==> config.mk <==
export PLATFORM = sky130hd
export DESIGN_NAME = esm_top
export DESIGN_NICKNAME = d
export VERILOG_FILES = /design/src/design/esm_top.v /design/src/design/esm_divider.v
export VERILOG_INCLUDE_DIRS = /design/src /design/src/design
export SDC_FILE = /design/constraint.sdc
export NUM_CORES = 2
export LEC_CHECK = 0
export ABC_AREA = 1
export BUFFER_PORTS_ARGS = -buffer_cell sky130_fd_sc_hd__buf_2
export CAP_MARGIN = 20
export CORE_MARGIN = 2
export CORE_UTILIZATION = 44
export CTS_CLUSTER_SIZE = 30
export DETAILED_ROUTE_END_ITERATION = 10
export GPL_ROUTABILITY_DRIVEN = 0
export PLACE_DENSITY = 0.64
export SLEW_MARGIN = 20
export SYNTH_ARGS = -nofsm -noshare
export SYNTH_HDL_FRONTEND = slang
export SYNTH_SLANG_ARGS = --single-unit
==> constraint.sdc <==
create_clock -name aclk -period 16.7 [get_ports aclk]
set_input_delay 0.835 -clock aclk [delete_from_list [all_inputs] [get_ports aclk]]
set_output_delay 0.835 -clock aclk [all_outputs]
set_load 0.02 [all_outputs]
==> src/design/esm_map.vh <==
// Register map and constants for the encoder speed measurement block
`ifndef ESM_MAP_VH
`define ESM_MAP_VH
`define ESM_OFF_CTRL      8'h00
`define ESM_OFF_PPR       8'h04
`define ESM_OFF_MULT      8'h08
`define ESM_OFF_PERIOD    8'h0C
`define ESM_OFF_COUNT     8'h10
`define ESM_OFF_FREQ      8'h14
`define ESM_OFF_STATUS    8'h18
`define ESM_OFF_POLES     8'h1C
`define ESM_CTRL_EN       0
`define ESM_CTRL_DUAL     1
`define ESM_PPR_RST       16'h0400
`define ESM_MULT_RST      16'h0001
`define ESM_POLES_RST     8'h02
`define ESM_PERIOD_RST    32'h0000_61A8
`define ESM_CNT_MAX       16'h7FFF
`define ESM_QUAD_FACT     2
`define ESM_CLK_HZ        25000000
`define ESM_MAX_PULSE_HZ  50000
`define ESM_FRAC_BITS     8
`define ESM_RESP_OKAY     2'b00
`define ESM_RESP_SLVERR   2'b10
`endif

==> src/design/esm_top.v <==
// Encoder speed measurement with an AXI4-Lite register slave
//
// Decided for this implementation: the address map and the AXI4-Lite slave port.
`timescale 1ns/1ns
`include "esm_map.vh"
// Notes on behaviour
// - Encoder inputs handle pulses up to 50 kHz
// - Measure only while encoder enable is set
// - Pulses per revolution divides the frequency
// - Single or double channel encoder selectable
// - Multiply factor scales pulses for gearbox mounting
// - Count pulses over a programmable sampling period
// - Double channel counts four edges per pulse
// - Frequency equals count, divided by four in double channel, times poles over product
// - Last period count is readable
module esm_top (
    // Clock and reset
    input  wire        aclk,
    input  wire        aresetn,
    // AXI4-Lite write address
    input  wire [7:0]  s_axi_awaddr,
    input  wire        s_axi_awvalid,
    output wire        s_axi_awready,
    // AXI4-Lite write data
    input  wire [31:0] s_axi_wdata,
    input  wire [3:0]  s_axi_wstrb,
    input  wire        s_axi_wvalid,
    output wire        s_axi_wready,
    // AXI4-Lite write response
    output reg  [1:0]  s_axi_bresp,
    output reg         s_axi_bvalid,
    input  wire        s_axi_bready,
    // AXI4-Lite read address
    input  wire [7:0]  s_axi_araddr,
    input  wire        s_axi_arvalid,
    output wire        s_axi_arready,
    // AXI4-Lite read data
    output reg  [31:0] s_axi_rdata,
    output reg  [1:0]  s_axi_rresp,
    output reg         s_axi_rvalid,
    input  wire        s_axi_rready,
    // Encoder pins
    input  wire        enc_a,
    input  wire        enc_b
);
    localparam DW = 48;

    // Settings
    reg        en_q;
    reg        dual_q;
    reg [15:0] ppr_q;
    reg [15:0] mult_q;
    reg [7:0]  poles_q;
    reg [31:0] period_q;
    // Measurement state
    reg [31:0] tick_q;
    reg [15:0] acc_q;
    reg [15:0] cnt_q;
    reg        ovf_q;
    reg        valid_q;
    reg [31:0] freq_q;

    // Input synchronisers, then an edge history stage
    reg [1:0] sa_q;
    reg [1:0] sb_q;
    reg       pa_q;
    reg       pb_q;
    always @(posedge aclk) begin
        if (!aresetn) begin
            sa_q <= 2'b00;
            sb_q <= 2'b00;
            pa_q <= 1'b0;
            pb_q <= 1'b0;
        end else begin
            sa_q <= {sa_q[0], enc_a};
            sb_q <= {sb_q[0], enc_b};
            pa_q <= sa_q[1];
            pb_q <= sb_q[1];
        end
    end
    // 25 MHz sampling resolves 50 kHz edges with wide margin
    wire a_rise = sa_q[1] & ~pa_q;
    wire a_edge = sa_q[1] ^ pa_q;
    wire b_edge = sb_q[1] ^ pb_q;
    wire step   = dual_q ? (a_edge | b_edge) : a_rise;

    // Period end and accumulation
    wire period_end = en_q && (tick_q + 32'h0000_0001 >= period_q);
    wire [15:0] acc_inc = acc_q + {15'h0000, step};
    wire        sat     = (acc_q == `ESM_CNT_MAX) && step;

    always @(posedge aclk) begin
        if (!aresetn || !en_q) begin
            tick_q  <= 32'h0000_0000;
            acc_q   <= 16'h0000;
        end else if (period_end) begin
            tick_q <= 32'h0000_0000;
            acc_q  <= {15'h0000, step};
        end else begin
            tick_q <= tick_q + 32'h0000_0001;
            if (!sat)
                acc_q <= acc_inc;
        end
    end

    // Divider request: count * poles * 2^F / (ppr * mult * T)
    wire [DW-1:0] num_w = ({{(DW-16){1'b0}}, cnt_q}
                          * {{(DW-8){1'b0}}, poles_q})
                          << `ESM_FRAC_BITS;
    localparam [31:0] CLK_HZ = `ESM_CLK_HZ;
    wire [DW-1:0] clk_w = {{(DW-32){1'b0}}, CLK_HZ};
    wire [DW-1:0] dvs_w = ({{(DW-16){1'b0}}, ppr_q}
                          * {{(DW-16){1'b0}}, mult_q}
                          * {{(DW-32){1'b0}}, period_q});
    reg           div_go_q;
    wire          div_done;
    wire [DW-1:0] div_q;
    // Time is period_q/clk, so multiply numerator by clock rate
    wire [DW-1:0] num_s = dual_q ? (num_w >> `ESM_QUAD_FACT) : num_w;
    esm_divider #(.W(DW)) u_div (
        .aclk     (aclk),
        .aresetn  (aresetn),
        .start    (div_go_q),
        .dividend (num_s * clk_w),
        .divisor  (dvs_w),
        .done     (div_done),
        .quotient (div_q)
    );

    always @(posedge aclk) begin
        if (!aresetn || !en_q) begin
            cnt_q    <= 16'h0000;
            ovf_q    <= 1'b0;
            valid_q  <= 1'b0;
            div_go_q <= 1'b0;
            freq_q   <= 32'h0000_0000;
        end else begin
            div_go_q <= period_end;
            if (period_end) begin
                cnt_q <= acc_q;
                ovf_q <= ovf_q | sat;
            end else if (sat) begin
                ovf_q <= 1'b1;
            end
            if (div_done) begin
                freq_q  <= div_q[31:0];
                valid_q <= 1'b1;
            end
        end
    end

    // AXI4-Lite write channel
    reg       aw_q;
    reg       w_q;
    reg [7:0] awaddr_q;
    reg [31:0] wdata_q;
    reg [3:0] wstrb_q;
    assign s_axi_awready = !aw_q && !s_axi_bvalid;
    assign s_axi_wready  = !w_q && !s_axi_bvalid;
    wire do_wr = aw_q && w_q && !s_axi_bvalid;
    function [31:0] merge;
        input [31:0] old;
        input [31:0] nw;
        input [3:0]  st;
        integer i;
        begin
            for (i = 0; i < 4; i = i + 1)
                merge[i*8 +: 8] = st[i] ? nw[i*8 +: 8] : old[i*8 +: 8];
        end
    endfunction
    wire [31:0] ctrl_old = {30'h0000_0000, dual_q, en_q};
    wire [31:0] ctrl_new = merge(ctrl_old, wdata_q, wstrb_q);
    wire [31:0] ppr_new  = merge({16'h0000, ppr_q}, wdata_q, wstrb_q);
    wire [31:0] mult_new = merge({16'h0000, mult_q}, wdata_q, wstrb_q);
    wire [31:0] per_new  = merge(period_q, wdata_q, wstrb_q);
    wire [31:0] pol_new  = merge({24'h00_0000, poles_q}, wdata_q, wstrb_q);
    reg         wr_hit;
    always @* begin
        case (awaddr_q)
            `ESM_OFF_CTRL, `ESM_OFF_PPR, `ESM_OFF_MULT,
            `ESM_OFF_PERIOD, `ESM_OFF_POLES: wr_hit = 1'b1;
            default: wr_hit = 1'b0;
        endcase
    end

    always @(posedge aclk) begin
        if (!aresetn) begin
            aw_q         <= 1'b0;
            w_q          <= 1'b0;
            awaddr_q     <= 8'h00;
            wdata_q      <= 32'h0000_0000;
            wstrb_q      <= 4'h0;
            s_axi_bvalid <= 1'b0;
            s_axi_bresp  <= `ESM_RESP_OKAY;
            en_q         <= 1'b0;
            dual_q       <= 1'b0;
            ppr_q        <= `ESM_PPR_RST;
            mult_q       <= `ESM_MULT_RST;
            period_q     <= `ESM_PERIOD_RST;
            poles_q      <= `ESM_POLES_RST;
        end else begin
            if (s_axi_awvalid && s_axi_awready) begin
                aw_q     <= 1'b1;
                awaddr_q <= s_axi_awaddr;
            end
            if (s_axi_wvalid && s_axi_wready) begin
                w_q     <= 1'b1;
                wdata_q <= s_axi_wdata;
                wstrb_q <= s_axi_wstrb;
            end
            if (do_wr) begin
                aw_q         <= 1'b0;
                w_q          <= 1'b0;
                s_axi_bvalid <= 1'b1;
                s_axi_bresp  <= wr_hit ? `ESM_RESP_OKAY : `ESM_RESP_SLVERR;
                case (awaddr_q)
                    `ESM_OFF_CTRL: begin
                        en_q   <= ctrl_new[`ESM_CTRL_EN];
                        dual_q <= ctrl_new[`ESM_CTRL_DUAL];
                    end
                    `ESM_OFF_PPR:    ppr_q    <= ppr_new[15:0];
                    `ESM_OFF_MULT:   mult_q   <= mult_new[15:0];
                    `ESM_OFF_PERIOD: period_q <= per_new;
                    `ESM_OFF_POLES:  poles_q  <= pol_new[7:0];
                    default: ;
                endcase
            end else if (s_axi_bvalid && s_axi_bready) begin
                s_axi_bvalid <= 1'b0;
            end
        end
    end

    // AXI4-Lite read channel
    assign s_axi_arready = !s_axi_rvalid;
    always @(posedge aclk) begin
        if (!aresetn) begin
            s_axi_rvalid <= 1'b0;
            s_axi_rdata  <= 32'h0000_0000;
            s_axi_rresp  <= `ESM_RESP_OKAY;
        end else if (s_axi_arvalid && s_axi_arready) begin
            s_axi_rvalid <= 1'b1;
            s_axi_rresp  <= `ESM_RESP_OKAY;
            case (s_axi_araddr)
                `ESM_OFF_CTRL:   s_axi_rdata <= ctrl_old;
                `ESM_OFF_PPR:    s_axi_rdata <= {16'h0000, ppr_q};
                `ESM_OFF_MULT:   s_axi_rdata <= {16'h0000, mult_q};
                `ESM_OFF_PERIOD: s_axi_rdata <= period_q;
                `ESM_OFF_COUNT:  s_axi_rdata <= {16'h0000, cnt_q};
                `ESM_OFF_FREQ:   s_axi_rdata <= freq_q;
                `ESM_OFF_STATUS: s_axi_rdata <= {30'h0000_0000, ovf_q,
                                                 valid_q};
                `ESM_OFF_POLES:  s_axi_rdata <= {24'h00_0000, poles_q};
                default: begin
                    s_axi_rdata <= 32'h0000_0000;
                    s_axi_rresp <= `ESM_RESP_SLVERR;
                end
            endcase
        end else if (s_axi_rvalid && s_axi_rready) begin
            s_axi_rvalid <= 1'b0;
        end
    end
endmodule

==> src/design/esm_divider.v <==
// Sequential unsigned divider used for the frequency result
`timescale 1ns/1ns
module esm_divider #(
    parameter W = 48
) (
    // Clock and reset
    input  wire         aclk,
    input  wire         aresetn,
    // Request
    input  wire         start,
    input  wire [W-1:0] dividend,
    input  wire [W-1:0] divisor,
    // Result
    output reg          done,
    output reg  [W-1:0] quotient
);
    // Step count register is 8 bits, so W must stay below 256
    localparam [7:0] STEPS = W;
    reg [W-1:0] rem_q;
    reg [W-1:0] quo_q;
    reg [W-1:0] dvs_q;
    reg [7:0]   cnt_q;
    reg         busy_q;
    wire [W:0]  trial = {rem_q, quo_q[W-1]};
    wire        fits  = trial >= {1'b0, dvs_q};

    always @(posedge aclk) begin
        if (!aresetn) begin
            rem_q    <= {W{1'b0}};
            quo_q    <= {W{1'b0}};
            dvs_q    <= {W{1'b0}};
            cnt_q    <= 8'h00;
            busy_q   <= 1'b0;
            done     <= 1'b0;
            quotient <= {W{1'b0}};
        end else begin
            done <= 1'b0;
            if (start && !busy_q) begin
                rem_q  <= {W{1'b0}};
                quo_q  <= dividend;
                dvs_q  <= divisor;
                cnt_q  <= STEPS;
                busy_q <= 1'b1;
            end else if (busy_q) begin
                if (fits)
                    rem_q <= trial[W-1:0] - dvs_q;
                else
                    rem_q <= trial[W-1:0];
                quo_q <= {quo_q[W-2:0], fits};
                cnt_q <= cnt_q - 8'h01;
                if (cnt_q == 8'h01) begin
                    busy_q <= 1'b0;
                    done   <= 1'b1;
                    // Zero divisor gives all ones, a visible saturation
                    quotient <= {quo_q[W-2:0], fits};
                end
            end
        end
    end
endmodule

==> results.py <==
metrics = {
    "power": {
        "irDropWorstVdd_mv": 0.08902,
        "power.leakage_nw": 36.36,
        "power.density_nw_per_um2": 33.53,
    },
    "synthesis": {
        "synthFlopType": "dfxtp_1",
        "ys_ff_latch": 447,
        "synth_warnings": 0,
        "mappedNetlistArea_um2": 70070,
        "netlist_instances": 9000,
        "synth_cell_types": 67,
        "synth_top_area_frac": 0.3611,
        "yosysSeqAreaShare": 0.1277,
        "synth_common_cells": "inv_1 (2179), nand2_1 (1759), fa_1 (1264)",
        "synthMostInstantiatedCell": "inv_1",
        "synth_top_cell_by_area": "fa_1",
        "synth_edf_count": 0,
        "synth_area_leaders": "fa_1 (36%), dfxtp_1 (13%), inv_1 (12%)",
        "syn_avg_cell_area_um2": 7.785,
        "ys_async_sr_fraction": 0,
    },
    "floorplanning": {
        "dieArea_um2": 162400,
        "fp.dieH_um": 403.1,
        "io_pins": 102,
        "die_w_um": 403.1,
        "num_rows": 146,
        "coreArea_um2": 158200,
        "initial_core_util": 0.4429,
    },
    "cts": {
        "postCtsSetupBuffers": 0,
        "h-tree-depth": 2,
        "path_clk_slew_ns": 0.06,
        "cts_hold_buffers": 0,
        "insertion_delay_ns": 0.71,
        "cts-resized-gates": 0,
        "clk_path_buf_depth": 3,
        "cts_tree": "yes",
        "cts_buffers": 55,
        "cts-root-buf": "clkbuf_16",
        "cts.sinks": 447,
    },
    "setup_path": {
        "cp.arrival_ns": 14.56,
        "crit_path_max_incr_delay_ns": 0.94,
        "critical_path.top_delay_family": "adder cells",
        "rrSetupSlack_ns": 2.74,
        "worst_r2r_path_depth": 46,
        "path_class": "flip-flop to flip-flop",
        "crit_path_frequent_cell": "fa_1",
        "reg2reg_from": "ppr_q[10]",
        "critPathLaunchType": "flip-flop",
        "worst-path-buf-inv": 12,
        "critPathCaptureType": "flip-flop",
        "crit_path_max_fanout": 18,
        "cp.required_ns": 17.30,
        "crit_slowest_cell": "dfxtp_1",
        "regToRegEndpoint": "u_div.dvs_q[44]",
    },
    "placed_design": {
        "dp_hpwl_mm": 179.3,
        "portBuffers": 99,
        "post_dp_cell_area_um2": 72560,
    },
    "final_layout": {
        "top_regs": "u_div.dvs_q x48, u_div.quo_q x48, u_div.rem_q x48",
        "layout-area-overhead-vs-synth_pct": 6.448,
        "nets": 10767,
        "fin_area_um2": 74580,
        "drive_above_1_share": 0.04741,
    },
    "sta": {
        "fin_crit_ns": 13.96,
        "final-hold-violation-count": 0,
        "tightest_slew_ns": 1.300,
        "slew_headroom": 0.1318,
        "setup_tns_ns": 0,
        "finalClockSkew_ns": 0.07798,
        "setup_viol_count_final": 0,
        "max_freq_mhz": 71.63,
        "period_share": 0.8359,
        "final-max-slew-violation-count": 0,
        "rsz0062_at_grt": "false",
    },
    "outcome": {
        "status": "finished, final reports clean",
    },
    "job": {
        "cap_violations": 0,
    },
    "route": {
        "drt-total-wl_mm": 224.9,
        "antenna_left": 0,
        "vias_per_cell": 5.384,
        "drt_pre_antenna_iters": 8,
        "route.detailed.drc": 0,
        "wl_per_cell_um": 20.41,
        "vias": 59339,
        "first_iter_violations": 5454,
    },
    "grt": {
        "grt_antenna_before_repair": 15,
        "grt-ovfl-total": 0,
        "grtUsageTotal": 0.2817,
        "grt_max_degree": 98,
        "grt_pass1_vias": 62015,
        "grt_first_pass_wirelength_mm": 354.1,
    },
    "worst_hold_path": {
        "whs_path_depth": 3,
        "hold_start": "enc_a",
        "hp-class": "input pin to flip-flop",
        "min_to": "sa_q[0]",
    },
}
cells in the final DEF, fill, tap and decap left out, types with 37 or more instances in the layout:
master / instances
a21oi_1: 399
a31oi_1: 59
buf_2: 98
buf_4: 106
clkbuf_16: 55
dfxtp_1: 446
fa_1: 1264
ha_1: 545
inv_1: 2177
nand2_1: 1759
nand3_1: 178
nor2_1: 787
nor3_1: 69
o211ai_1: 43
o21ai_0: 337
o22ai_1: 48
or2_2: 37
xnor2_1: 70
xor2_1: 84
metal layers:
metal | track usage | part of all wire
met5 | 0 | 0.00037
met1 | 0.3621 | 0.39
met2 | 0.4419 | 0.44
met3 | 0.06512 | 0.11
met4 | 0.1497 | 0.062
worst max path at each step:
stage	startpoint	end	slack, ns	depth (start not counted)
after floorplan	ppr_q[14]	u_div.dvs_q[47]	5.03	54
final	ppr_q[10]	u_div.dvs_q[44]	2.74	46
after detailed placement	ppr_q[10]	u_div.dvs_q[44]	3.14	46
after global placement	ppr_q[10]	u_div.dvs_q[44]	3.13	46
after global routing	ppr_q[11]	u_div.dvs_q[44]	2.25	46
after CTS	ppr_q[10]	u_div.dvs_q[44]	3.02	46
worst min-delay path, delay by kind of cell:
| kind | cells | cell delay (ns) |
|---|---|---|
| buffers and inverters | 2 | 0.11 |
| and+or+nand+nor | 1 | 0.04 |
final cells by class:
type	instances	area, µm²
clock inverters	42	553.0
repair buffers	204	1286
diodes	7	17.52
clock buffers	62	1453
multi-input cells	5972	51410
fillers	15468	83610
flip-flops and latches	447	8950
inverters	2216	8320
well taps	2072	2592
through the flow:
stage	worst slack [ns]	power [mW]	hold WS [ns]	utilization	instances
after floorplan	5.033	1.161	0.3905	-	9001
after global placement	3.134	1.201	0.3939	0.4587	10911
after detailed placement	3.137	1.202	0.4016	0.4587	10911
after CTS	3.022	2.519	0.2696	0.4714	11015
after global routing	2.247	2.572	0.3086	0.4714	11021
final	2.740	2.501	0.3071	0.4715	11022
where the power goes:
part           total (mW)  leakage, nW  internal (mW)  switching [mW]
combinational      0.0889         31.8         0.0237          0.0651
clock                1.32        0.975          0.764           0.557
sequential           1.09         3.61           1.08          0.0125
total                2.50         36.4           1.87           0.634
kinds of logic (layout without fill, tap and decap cells):
group	after synthesis	after routing	synth area share
xor+xnor	155	155	0.01964
simple gates	2951	2951	0.1696
flops	447	447	0.1277
other cells	1	9	0.00005352
fa+ha+maj	1810	1810	0.4587
compound gates	1054	1054	0.08550
buf+inv	2582	2524	0.1388
Note: power is estimated with default switching activity, not from simulation.
